--- config.mk ---
export PLATFORM = sky130hd
export DESIGN_NAME = fxrpcs_rx
export DESIGN_NICKNAME = d
export VERILOG_FILES = /design/src/include/fxrpcs_pkg.sv /design/src/rtl/fxrpcs_rx.sv
export SDC_FILE = /design/constraint.sdc
export NUM_CORES = 1
export LEC_CHECK = 0
export BUFFER_PORTS_ARGS = -buffer_cell sky130_fd_sc_hd__buf_2
export CAP_MARGIN = 25
export CORE_MARGIN = 4
export CORE_UTILIZATION = 30
export DETAILED_ROUTE_END_ITERATION = 8
export REMOVE_ABC_BUFFERS = 1
export SYNTH_ARGS = -nofsm -noshare
export SYNTH_HDL_FRONTEND = slang
export SYNTH_SLANG_ARGS = --single-unit
--- constraint.sdc ---
create_clock -name clk -period 4.4 [get_ports clk]
set_input_delay 0.88 -clock clk [delete_from_list [all_inputs] [get_ports clk]]
set_output_delay 0.88 -clock clk [all_outputs]
set_load 0.02 [all_outputs]
--- src/include/fxrpcs_pkg.sv ---
// Package of constants and types for the 100 Mb/s receive coding back end
package fxrpcs_pkg;
  // ****************************************************************
  // Register indices (byte address is four times the index)
  // ****************************************************************
  localparam logic [7:0] IDX_BASIC_LINK_STATUS  = 8'h01;
  localparam logic [7:0] IDX_DISCONNECT_COUNT   = 8'h13;
  localparam logic [7:0] IDX_FALSE_CARRIER      = 8'h14;
  localparam logic [7:0] IDX_CODING_CFG_STATUS  = 8'h16;
  localparam logic [7:0] IDX_LOOPBACK_BYPASS    = 8'h17;
  // ****************************************************************
  // Field positions and reset values
  // ****************************************************************
  localparam int          BIT_LINK_VALID   = 2;
  localparam int          BIT_UNSTABLE     = 4;
  localparam int          BIT_CIM_DISABLE  = 5;
  localparam int          BIT_RX_BYPASS    = 11;
  localparam int          BIT_DESC_BYPASS  = 12;
  localparam logic [15:0] RST_COUNT        = 16'h0000;
  localparam logic [15:0] RST_LOOPBACK     = 16'h0000;
  // ****************************************************************
  // Code-groups and nibbles
  // ****************************************************************
  localparam logic [9:0]  CG_JK            = 10'h311;
  localparam logic [4:0]  CG_IDLE          = 5'h1f;
  localparam logic [4:0]  CG_T             = 5'h0d;
  localparam logic [4:0]  CG_R             = 5'h07;
  localparam logic [3:0]  NIB_PREAMBLE     = 4'h5;
  localparam logic [3:0]  NIB_BAD_START    = 4'he;
  localparam logic [3:0]  END_IDLES        = 4'h2;
  localparam logic [3:0]  SYNC_IDLES       = 4'hc;
  // ****************************************************************
  // Timing
  // ****************************************************************
  localparam int          CLK_MHZ          = 100;
  localparam int          SD_TIME_US       = 500;
  localparam int          SD_CYCLES        = SD_TIME_US * CLK_MHZ;
  localparam logic [3:0]  CIM_BAD_LIMIT    = 4'h2;
  // ****************************************************************
  // Types
  // ****************************************************************
  typedef struct packed {
    logic       er;
    logic       dv;
    logic       crs;
    logic [3:0] d;
  } fxr_mii_rx_t;
  typedef enum logic [1:0] {S_IDLE, S_PRE_K, S_DATA, S_BAD} fxr_state_t;
endpackage

--- src/rtl/fxrpcs_rx.sv ---
// Receive code-group aligner, decoder, link and carrier monitors with APB registers
//
// Function
// - Find 11000 10001 start pattern, then lock symbol boundary there.
// - With descrambler bypassed, take words straight from the NRZ decoder.
// - Accept start delimiter only after idle code-groups.
// - Emit two 0101 nibbles for J/K, then decode 5B via table.
// - Stop decoding on T/R or on two idles.
// - Block transmit and receive until the link is valid.
// - Without negotiation, link valid after signal detect held 500 us.
// - With negotiation, also need 12 idles and 100 Mb/s selected.
// - Report link in status bit 2 at 01h, and on link output only while negotiation is disabled.
// - Idles to non-idle without J/K is a bad start delimiter.
// - In bad start state, drive error and data 1110 each symbol.
// - Leave bad start state only after two idles; drop error and carrier.
// - Each bad start delimiter adds one to false carrier counter 14h.
// - Receive bypass bit 11 stops the bad start overrides.
// - Strap sets reset value of monitor disable bit 5; software may change.
// - Unstable link withholds receive data and drops transmit data.
// - Keep monitoring while unstable; resume once stable.
// - Unstable sets sticky bit 4; read clears it only once stable.
// - Disconnect counter 13h adds one on each new unstable verdict.
// - Idle is 11111; descrambler sync after 12 consecutive idles.
`timescale 1ns/100ps
`default_nettype none
module fxrpcs_rx
  import fxrpcs_pkg::*;
#(
  parameter int SD_HOLD_CYCLES = SD_CYCLES
)(
  input  wire logic        clk,
  input  wire logic        rst,
  input  wire logic        ce,
  input  wire logic        psel,
  input  wire logic        penable,
  input  wire logic        pwrite,
  input  wire logic [11:0] paddr,
  input  wire logic [31:0] pwdata,
  output logic      [31:0] prdata,
  output logic             pready,
  output logic             pslverr,
  input  wire logic        symClk,
  input  wire logic [4:0]  descWord,
  input  wire logic [4:0]  nrzWord,
  input  wire logic        signalDetect,
  input  wire logic        repeaterStrap,
  input  wire logic        anEnable,
  input  wire logic        anSel100,
  input  wire logic        txEnIn,
  input  wire logic [3:0]  txdIn,
  output fxr_mii_rx_t      miiRx,
  output logic             rxStrobe,
  output logic             txEnOut,
  output logic [3:0]       txdOut,
  output logic             linkLed
);
  // Hold count must fit the 16-bit detect counter
  if (SD_HOLD_CYCLES < 1 || SD_HOLD_CYCLES > 65535)
  begin : g_bad_hold
    $error("SD_HOLD_CYCLES out of range");
  end

  // ****************************************************************
  // Pin synchronisers and symbol edge
  // ****************************************************************
  logic [2:0]  sclkS_q;
  logic [4:0]  descS1_q, descS2_q, nrzS1_q, nrzS2_q;
  logic [1:0]  sdS_q, strapS_q;
  logic        symEdge;

  always_ff @(posedge clk)
  begin
    if (rst)
    begin
      sclkS_q  <= 3'h0;
      descS1_q <= 5'h00;
      descS2_q <= 5'h00;
      nrzS1_q  <= 5'h00;
      nrzS2_q  <= 5'h00;
      sdS_q    <= 2'h0;
    end
    else if (ce)
    begin
      sclkS_q  <= {sclkS_q[1:0], symClk};
      descS1_q <= descWord;
      descS2_q <= descS1_q;
      nrzS1_q  <= nrzWord;
      nrzS2_q  <= nrzS1_q;
      sdS_q    <= {sdS_q[0], signalDetect};
    end
  end

  // Strap synchroniser runs through reset so its value is ready at release
  always_ff @(posedge clk)
  begin
    if (ce)
      strapS_q <= {strapS_q[0], repeaterStrap};
  end

  // Words are taken at the falling link edge, mid-way between launches
  assign symEdge = ce && sclkS_q[2] && !sclkS_q[1];

  // ****************************************************************
  // Registers held by software
  // ****************************************************************
  logic [15:0] loopback_q;
  logic        cimDis_q, strapLoad_q;

  // ****************************************************************
  // Bit history and pattern search
  // ****************************************************************
  logic [14:0] hist_q;
  logic [4:0]  rawWord, jkHit;
  logic [2:0]  phase_q, hitPhase;
  logic        anyHit;
  logic [4:0]  curSym, prevSym;

  assign rawWord = loopback_q[BIT_DESC_BYPASS] ? nrzS2_q : descS2_q;

  always_ff @(posedge clk)
  begin
    if (rst)
      hist_q <= 15'h0000;
    else if (symEdge)
      hist_q <= {hist_q[9:0], rawWord};
  end

  for (genvar k = 0; k < 5; k++)
  begin : g_search
    assign jkHit[k] = (hist_q[k +: 10] == CG_JK);
  end

  always_comb
  begin
    hitPhase = 3'h0;
    for (int k = 4; k >= 0; k--)
      if (jkHit[k])
        hitPhase = 3'(k);
  end
  assign anyHit  = |jkHit;
  assign curSym  = hist_q[phase_q +: 5];
  // Widened first: phase plus five does not fit three bits
  assign prevSym = hist_q[({1'b0, phase_q} + 4'h5) +: 5];

  function automatic logic [4:0] dec5b(input logic [4:0] s);
    logic [4:0] r;
    r = 5'h10;
    case (s)
      5'h1e: r = 5'h00;
      5'h09: r = 5'h01;
      5'h14: r = 5'h02;
      5'h15: r = 5'h03;
      5'h0a: r = 5'h04;
      5'h0b: r = 5'h05;
      5'h0e: r = 5'h06;
      5'h0f: r = 5'h07;
      5'h12: r = 5'h08;
      5'h13: r = 5'h09;
      5'h16: r = 5'h0a;
      5'h17: r = 5'h0b;
      5'h1a: r = 5'h0c;
      5'h1b: r = 5'h0d;
      5'h1c: r = 5'h0e;
      5'h1d: r = 5'h0f;
      default: r = 5'h10;
    endcase
    return r;
  endfunction

  // ****************************************************************
  // Link validity
  // ****************************************************************
  logic [15:0] sdCnt_q;
  logic [3:0]  syncIdles_q;
  logic        descSync, linkOk_q, linkOk_d;

  assign descSync = (syncIdles_q >= SYNC_IDLES);
  assign linkOk_d = (sdCnt_q == 16'(SD_HOLD_CYCLES))
                    && (!anEnable || (descSync && anSel100));

  always_ff @(posedge clk)
  begin
    if (rst)
    begin
      sdCnt_q     <= 16'h0000;
      syncIdles_q <= 4'h0;
      linkOk_q    <= 1'b0;
    end
    else if (ce)
    begin
      if (!sdS_q[1])
        sdCnt_q <= 16'h0000;
      else if (sdCnt_q != 16'(SD_HOLD_CYCLES))
        sdCnt_q <= sdCnt_q + 16'h0001;
      // Sync stays until signal detect drops, so packets do not lose it
      if (!sdS_q[1])
        syncIdles_q <= 4'h0;
      else if (symEdge && !descSync)
        syncIdles_q <= (rawWord == CG_IDLE) ? syncIdles_q + 4'h1 : 4'h0;
      linkOk_q <= linkOk_d;
    end
  end

  // ****************************************************************
  // Receive state machine
  // ****************************************************************
  fxr_state_t  state_q;
  logic [3:0]  idleRun_q;
  logic        pendNi_q, badStart, unstable_q;
  logic [4:0]  decoded;

  assign decoded  = dec5b(prevSym);
  // A J can span two words, so a stray word is judged one word later
  assign badStart = (state_q == S_IDLE) && pendNi_q && !anyHit;

  always_ff @(posedge clk)
  begin
    if (rst)
    begin
      state_q   <= S_IDLE;
      idleRun_q <= 4'h0;
      pendNi_q  <= 1'b0;
      phase_q   <= 3'h0;
    end
    else if (ce && !linkOk_q)
    begin
      state_q   <= S_IDLE;
      idleRun_q <= 4'h0;
      pendNi_q  <= 1'b0;
    end
    else if (symEdge)
    begin
      if (hist_q[4:0] == CG_IDLE)
        idleRun_q <= (idleRun_q == 4'hf) ? idleRun_q : idleRun_q + 4'h1;
      else
        idleRun_q <= 4'h0;
      case (state_q)
        S_IDLE:
        begin
          pendNi_q <= 1'b0;
          if (anyHit && (idleRun_q != 4'h0 || pendNi_q))
          begin
            phase_q <= hitPhase;
            state_q <= S_PRE_K;
          end
          else if (badStart)
            state_q <= S_BAD;
          else if (idleRun_q >= END_IDLES && hist_q[4:0] != CG_IDLE)
            pendNi_q <= 1'b1;
        end
        S_PRE_K:
          state_q <= S_DATA;
        S_DATA:
          if ((prevSym == CG_T && curSym == CG_R)
              || (prevSym == CG_IDLE && curSym == CG_IDLE))
            state_q <= S_IDLE;
        S_BAD:
          if (prevSym == CG_IDLE && curSym == CG_IDLE)
            state_q <= S_IDLE;
        default:
          state_q <= S_IDLE;
      endcase
    end
  end

  // ****************************************************************
  // MII receive outputs
  // ****************************************************************
  always_ff @(posedge clk)
  begin
    if (rst)
    begin
      miiRx    <= '0;
      rxStrobe <= 1'b0;
    end
    else if (ce)
    begin
      rxStrobe <= symEdge;
      if (symEdge)
      begin
        miiRx <= '0;
        // Withheld while unstable; the monitor itself keeps running
        if (linkOk_q && !unstable_q)
          case (state_q)
            S_IDLE:
              if (anyHit && (idleRun_q != 4'h0 || pendNi_q))
                miiRx <= '{er: 1'b0, dv: 1'b1, crs: 1'b1, d: NIB_PREAMBLE};
              else if (badStart && !loopback_q[BIT_RX_BYPASS])
                miiRx <= '{er: 1'b1, dv: 1'b0, crs: 1'b1, d: NIB_BAD_START};
              else if (badStart)
                miiRx.crs <= 1'b1;
            S_PRE_K:
              miiRx <= '{er: 1'b0, dv: 1'b1, crs: 1'b1, d: NIB_PREAMBLE};
            S_DATA:
              if (!((prevSym == CG_T && curSym == CG_R)
                    || (prevSym == CG_IDLE && curSym == CG_IDLE)))
                miiRx <= '{er: decoded[4], dv: 1'b1, crs: 1'b1, d: decoded[3:0]};
            S_BAD:
              if (!(prevSym == CG_IDLE && curSym == CG_IDLE))
              begin
                miiRx.crs <= 1'b1;
                if (!loopback_q[BIT_RX_BYPASS])
                begin
                  miiRx.er <= 1'b1;
                  miiRx.d  <= NIB_BAD_START;
                end
              end
            default:
              miiRx <= '0;
          endcase
      end
    end
  end

  // ****************************************************************
  // Transmit gating
  // ****************************************************************
  always_ff @(posedge clk)
  begin
    if (rst)
    begin
      txEnOut <= 1'b0;
      txdOut  <= 4'h0;
      linkLed <= 1'b0;
    end
    else if (ce)
    begin
      txEnOut <= txEnIn && linkOk_q && !unstable_q;
      txdOut  <= (linkOk_q && !unstable_q) ? txdIn : 4'h0;
      linkLed <= linkOk_q && !anEnable;
    end
  end

  // ****************************************************************
  // Carrier stability monitor and counters
  // ****************************************************************
  logic [3:0]  badRun_q;
  logic [15:0] fcCnt_q, discCnt_q;
  logic        unstSticky_q, rdCfg, goodStart;

  assign goodStart = symEdge && (state_q == S_IDLE) && anyHit && linkOk_q
                     && (idleRun_q != 4'h0 || pendNi_q);

  always_ff @(posedge clk)
  begin
    if (rst)
    begin
      badRun_q   <= 4'h0;
      unstable_q <= 1'b0;
      fcCnt_q    <= RST_COUNT;
      discCnt_q  <= RST_COUNT;
    end
    else if (ce)
    begin
      if (symEdge && badStart && linkOk_q)
      begin
        if (fcCnt_q != 16'hffff)
          fcCnt_q <= fcCnt_q + 16'h0001;
        if (badRun_q != CIM_BAD_LIMIT)
          badRun_q <= badRun_q + 4'h1;
      end
      else if (goodStart)
        badRun_q <= 4'h0;
      if (cimDis_q || goodStart)
        unstable_q <= 1'b0;
      else if (badRun_q == CIM_BAD_LIMIT && !unstable_q)
      begin
        unstable_q <= 1'b1;
        if (discCnt_q != 16'hffff)
          discCnt_q <= discCnt_q + 16'h0001;
      end
      if (cimDis_q)
        badRun_q <= 4'h0;
    end
  end

  // ****************************************************************
  // APB slave
  // ****************************************************************
  logic        access;
  logic [7:0]  idx;
  logic [15:0] rdVal;
  logic        known;

  assign access = psel && penable && pready;
  assign idx    = paddr[9:2];
  assign rdCfg  = access && !pwrite && idx == IDX_CODING_CFG_STATUS;

  always_comb
  begin
    rdVal = 16'h0000;
    known = 1'b1;
    case (idx)
      IDX_BASIC_LINK_STATUS: rdVal[BIT_LINK_VALID] = linkOk_q;
      IDX_DISCONNECT_COUNT:  rdVal = discCnt_q;
      IDX_FALSE_CARRIER:     rdVal = fcCnt_q;
      IDX_CODING_CFG_STATUS:
      begin
        rdVal[BIT_UNSTABLE]    = unstSticky_q;
        rdVal[BIT_CIM_DISABLE] = cimDis_q;
      end
      IDX_LOOPBACK_BYPASS:   rdVal = loopback_q;
      default:               known = 1'b0;
    endcase
    if (paddr[11:10] != 2'h0 || paddr[1:0] != 2'h0)
      known = 1'b0;
  end

  always_ff @(posedge clk)
  begin
    if (rst)
    begin
      pready      <= 1'b0;
      prdata      <= 32'h00000000;
      pslverr     <= 1'b0;
      loopback_q  <= RST_LOOPBACK;
      cimDis_q    <= 1'b0;
      strapLoad_q <= 1'b1;
      unstSticky_q <= 1'b0;
    end
    else if (ce)
    begin
      pready  <= psel && !penable;
      prdata  <= (psel && !penable && !pwrite && known) ? {16'h0000, rdVal} : 32'h00000000;
      pslverr <= psel && !penable && !known;
      strapLoad_q <= 1'b0;
      if (strapLoad_q)
        cimDis_q <= strapS_q[1];
      else if (access && pwrite && known && idx == IDX_CODING_CFG_STATUS)
        cimDis_q <= pwdata[BIT_CIM_DISABLE];
      if (access && pwrite && known && idx == IDX_LOOPBACK_BYPASS)
        loopback_q <= pwdata[15:0];
      // New event wins over a clearing read
      if (unstable_q)
        unstSticky_q <= 1'b1;
      else if (rdCfg)
        unstSticky_q <= 1'b0;
    end
  end
endmodule
`default_nettype wire

Word level (Yosys, flattened, before mapping)
Memory sizes are Yosys's and may differ from the RTL's.
Index checks and enable logic that the tools add are counted.
W data, S select, Z words.
{"block": "totals", "regBits": 177, "rom_bits": 160, "input_bits": 70, "output_inout_bits": 48, "wordCells": 212, "memories": 1}
{"name": "(name not given)", "words": 32, "width": 5, "rd": 1, "rd_clocked_by_memory_dff": 0, "write_ports": 0, "line": "fxrpcs_rx.sv:148", "text": "case (s)"}
{"block": "op_classes", "n_addsub": 7, "magnitude_cmp": 2, "eq_ne": 34, "shift": 2, "n_mux": 54, "bitwise_logic": 2, "n_reduce_logical": 76}
{"cell": "$eq A10 B10 Y1 const B", "count": 5}
{"cell": "$add A16 B1 Y16 const B", "count": 3}
{"cell": "$mux W16", "count": 3}
{"cell": "$mux W4", "count": 12}
{"cell": "$ne A16 B16 Y1 const B", "count": 3}
{"cell": "$logic_and A1 B1 Y1", "count": 36}
{"cell": "$eq A8 B5 Y1 const B", "count": 4}
{"cell": "$pmux W10 S3", "count": 1}
{"cell": "$mux W7", "count": 3}
{"cell": "$eq A5 B5 Y1 const B", "count": 4}
{"cell": "$pmux W5 S4", "count": 1}
{"cell": "$reduce_and A2 Y1", "count": 9}
{"cell": "$eq A16 B16 Y1 const B", "count": 1}
{"cell": "$pmux W2 S4", "count": 2}
{"cell": "$mux W1", "count": 15}
{"cell": "$mux W3", "count": 5}
{"cell": "$shiftx A15 B4 Y5", "count": 1}
{"cell": "$shiftx A15 B5 Y5", "count": 1}
{"cell": "$add A4 B1 Y4 const B", "count": 3}
{"cell": "$reduce_and A4 Y1", "count": 3}
{"cell": "$logic_not A1 Y1", "count": 10}
{"cell": "$mux W2", "count": 5}
{"cell": "$mux W5", "count": 2}
{"cell": "$reduce_bool A2 Y1", "count": 5}
{"cell": "27 further kinds", "count": 40}

Longest topological paths before layout
{"block": "depth", "ltp_word": 9, "ltp_mapped": 11}

Worst setup path after synthesis
OpenSTA, ideal clock, no wires.
{"block": "synth_timing", "path_kind": "input -> register", "start": "input paddr[5]", "end": "register loopback_q[13]", "setup_time_ps": 128, "arrival_ps": 2764, "setup_slack_ps": 1508, "path_stages": 8, "n_path_buf": 1, "cell_sequence": "nor4_1 > nand2_1 > a21oi_1 > nand2_1 > nor3_2 > buf_2 > mux2i_1 > nor2_1"}
{"block": "synth_between", "elab_chain_cells": 7, "elab_cells_between_ends": 11}
{"element": "start: declaration", "line": "fxrpcs_rx.sv:37", "text": "input wire logic [11:0] paddr,"}
{"element": "$eq A8 B5 Y1 (tied with other cells)", "line": "fxrpcs_rx.sv:393", "text": "case (idx)"}
{"element": "$reduce_or A5 Y1 (no line)"}
{"element": "$mux W1", "line": "fxrpcs_rx.sv:393"}
{"element": "$mux W1", "line": "fxrpcs_rx.sv:405", "text": "if (paddr[11:10] != 2'h0 || paddr[1:0] != 2'h0)"}
{"element": "$logic_and A1 B1 Y1", "line": "fxrpcs_rx.sv:431", "text": "if (access && pwrite && known && idx == IDX_LOOPBACK_BYPASS)"}
{"element": "$logic_and A1 B1 Y1 (*)", "line": "fxrpcs_rx.sv:431"}
{"element": "$reduce_and A2 Y1 (no line) (*)"}
{"element": "end signal: assignment", "line": "fxrpcs_rx.sv:432", "text": "loopback_q <= pwdata[15:0];"}
{"element": "end: declaration", "line": "fxrpcs_rx.sv:106", "text": "logic [15:0] loopback_q;"}
Mark *: on every way between the ends. The rest lies on a longest branch, timed or not.
A chain may end at the register's enable or synchronous reset.

Final worst setup path
{"block": "layout_timing", "start": "register phase_q[0]", "end": "register miiRx[6] in the netlist's numbering"}
{"block": "layout_between", "elab_chain_cells": 8, "elab_cells_between_ends": 15}
{"element": "start: declaration", "line": "fxrpcs_rx.sv:114", "text": "logic [2:0] phase_q, hitPhase;"}
{"element": "start signal: assignment", "line": "fxrpcs_rx.sv:243", "text": "phase_q <= hitPhase;"}
{"element": "parallel branches: the longest is 6 deep, another holds $mem_v2 Z32 W5"}
{"element": "$pmux W1 S4 (*)", "line": "fxrpcs_rx.sv:284", "text": "case (state_q)"}
{"element": "$mux W7 (*)", "line": "fxrpcs_rx.sv:283", "text": "if (linkOk_q && !unstable_q)"}
{"element": "end signal: assignment", "line": "fxrpcs_rx.sv:287", "text": "miiRx <= '{er: 1'b0, dv: 1'b1, crs: 1'b1, d: NIB_PREAMBLE};"}
{"element": "end signal: assignment", "line": "fxrpcs_rx.sv:289", "text": "miiRx <= '{er: 1'b1, dv: 1'b0, crs: 1'b1, d: NIB_BAD_START};"}
{"element": "end signal: assignment", "line": "fxrpcs_rx.sv:297", "text": "miiRx <= '{er: decoded[4], dv: 1'b1, crs: 1'b1, d: decoded[3:0]};"}
{"element": "end: declaration", "line": "fxrpcs_rx.sv:51", "text": "output fxr_mii_rx_t miiRx,"}
Mark *: on every way between the ends.

==> reports/metrics.yaml <==
run_status:
  run_status: "finished, final reports clean"
cts:
  cts_setup_buffers: 0
  clock_sinks: 161
  clockRootBuffer: "clkbuf_16"
  clkLatencyLatePin_ns: 0.43
  cts_htree_levels: 4
  clk_pin_slew_ns: 0.07
  numCtsBuffers: 17
  clockBufferDepth: 2
  ctsHoldBuffers: 0
  cts_resized: 0
  cts_tree: "done"
sta:
  fmax_mhz: 321.1
  slew_violations: 0
  setup-tns-final_ns: 0
  setup_violations: 0
  slew_headroom: 0.3387
  rsz0062_at_grt: "false"
  setup_slack_ns: 1.285
  clock_skew_ns: 0.01450
  post-route-min-period_ns: 3.115
  finalHoldViolCount: 0
  tightestPinTransition_ns: 0.9883
  post-route-period-util: 0.7079
yosys:
  syn_area_per_cell_um2: 8.545
  syn_area_mm2: 0.008229
  yosys.area_share.xor_xnor: 0.04151
  ys_types: 67
  synth_async_sr_flop_share: 0
  synth_top_family_by_area: "simple AND/OR/NAND/NOR gates"
  ys_seq_area_frac: 0.3941
  ys.warnings.count: 0
  synth_seq_cells: 161
  synth_cells: 963
  synth_fa_ha_area_frac: 0.01977
  synth_top_area_cell: "dfxtp_1"
  synthSimpleGateAreaFrac: 0.2101
  ys.flop_type: "dfxtp_1"
  yosysTopAreaCellShare: 0.3868
  synth_edf_count: 2
  synthMuxAreaShare: 0.1283
  synth_compound_area_frac: 0.1481
  synth.area.top_cells: "dfxtp_1 (39%), mux2i_1 (10%), nor2_1 (6.3%)"
die:
  dieArea_mm2: 0.03014
  ios: 118
  fp.dieW_um: 173.6
  initial_utilization: 0.3053
  dieHeight_um: 173.6
  rows: 60
  core_mm2: 0.02695
power_and_ir_drop:
  power_leakage_nw: 3.513
  powerDensity_mw_per_mm2: 338.0
  vdd_ir_drop_max_mv: 0.2585
placed_design:
  placed_area_mm2: 0.008905
  dp_hpwl_um: 14680
  gp_congestion: 0.7828
  numPortBuffers: 85
  dp_slack_ns: 1.061
finish:
  antenna_cells: 0
  fillers: 2745
  design.final.nets: 1108
  drive_gt1_frac: 0.1474
  synthToLayoutAreaGrowth_pct: 15.84
  stdcell_area_mm2: 0.009533
routing:
  drt_first_pass_iters: 5
  wirelength_um: 20540
  drc: 0
  wire_per_inst_um: 14.90
  viasPerCell: 5.070
  drt_iter0_markers: 496
  antenna_left: 0
  vias: 6991
setup_path:
  cp-start-kind: "flip-flop"
  worst-endpoint-arrival_ns: 3.44
  worst-path-max-fanout: 17
  cp-end-kind: "flip-flop"
  required_ns: 4.73
  critPathKind: "flip-flop to flip-flop"
global_route:
  gr-usage-all-layers: 0.1335
  grt_antenna_before_repair: 0
  grt_pass1_vias: 6600
  gr-total-overflow: 0
  grt_pass1_wl_um: 33610
  grt_start_max_net_pins: 58
job:
  maxCapViolCount: 0
hold_path:
  worstHoldPathType: "flip-flop to flip-flop"
[through the flow]
stage | total power [mW] | hold WS [ns] | cells | utilization
2_1_floorplan | 1.586 | 0.4003 | 904 | -
3_3_place_gp | 1.671 | 0.4046 | 1346 | 0.3301
3_5_place_dp | 1.673 | 0.4063 | 1347 | 0.3304
4_1_cts | 3.254 | 0.4221 | 1379 | 0.3537
5_1_grt | 3.331 | 0.4338 | 1379 | 0.3537
6_report | 3.222 | 0.4242 | 1379 | 0.3537
[path summary, 6_finish.rpt]
kind	from	slack (ns)	cells past startpoint	endpoint
max	phase_q[0]	1.29	7	miiRx[6]
max reg2reg	phase_q[0]	1.29	7	miiRx[6]
min	strapS_q[0]	0.42	0	strapS_q[1]
min reg2reg	strapS_q[0]	0.42	0	strapS_q[1]
[report_power, final]
part           total [mW]  switching [mW]  internal [mW]
sequential           1.49          0.0126           1.48
combinational       0.148          0.0972         0.0512
clock                1.58           0.695          0.888
total                3.22           0.805           2.42
[routing by layer]
metal,GRT usage,vias up,share of wire
met5,0,-,0
met4,0.04454,0,0.018
met3,0.02552,25,0.040
met2,0.2201,134,0.47
met1,0.1763,3304,0.47
li1,-,3528,-
[logic make-up (layout without fill, tap and decap cells)]
kind of cell | count (synthesis) | in the layout
and+or+nand+nor | 363 | 363
AOI/OAI and AO/OA | 189 | 189
DFF | 161 | 161
buffers and inverters | 102 | 162
muxes | 95 | 95
xor gates and xnor gates | 39 | 39
adders and majority gates | 13 | 13
other | 1 | 16
[registers in the layout, summed over array words and instances (netlist names), 5 cells and up]
name and count:
nrzS2_q 5, fcCnt_q 16, prdata 16, loopback_q 16
nrzS1_q 5, discCnt_q 16, descS1_q 5, miiRx 7
sdCnt_q 16, hist_q 15, descS2_q 5
[cell usage after synthesis (12+ instances only)]
cell type and instances:
clkbuf_1 38, ha_1 13, nand3_1 30, mux2i_1 83
a21oi_1 53, nand2_1 87, nor2_1 138, or3_1 13
and3_1 12, xor2_1 15, buf_4 18, inv_1 26
nand4_1 13, o21ai_0 42, a22oi_1 19, nor4_1 16
dfxtp_1 159, xnor2_1 24
[placed cells by master (no fill, tap or decap), types with 5 or more instances in the layout]
cell type / n
o211ai_1: 5
or3_1: 13
a31oi_1: 7
dfxtp_1: 159
buf_2: 84
o22ai_1: 7
nor2_1: 138
nor2b_1: 5
nand2_1: 87
nand3_1: 30
ha_1: 13
o31ai_1: 5
nor4b_1: 6
nand2b_1: 5
inv_1: 26
xnor2_1: 24
o2111ai_1: 5
conb_1: 16
nor3b_1: 5
o21a_1: 5
o21ai_0: 42
a21oi_1: 53
a211oi_1: 6
clkbuf_16: 17
a22oi_1: 19
nor3_1: 8
mux4_2: 8
inv_8: 7
xor2_1: 15
or4_1: 5
mux2i_1: 83
and3_1: 12
and2_1: 8
nor4_1: 16
buf_4: 18
nand4_1: 13
[critical path, cell delays in order (launching register included)]
cell and delay [ns]:
dfxtp_1 0.85, mux4_2 0.64, a22oi_2 0.42, nor4_4 0.10
nand2b_1 0.16, a21oi_1 0.42, o21ai_0 0.17, a221oi_1 0.25
[area by class of cell]
cell class,count,area (µm²),area share
clock inverters,14,188.9,0.01982
inverters,28,105.1,0.01103
clock buffers,18,439.2,0.04607
repair buffers,102,555.5,0.05828
multi-input cells,715,4574,0.4799
flip-flops and latches,161,3243,0.3402
well taps,341,426.7,0.04476
(Power assumes the default switching activity.)
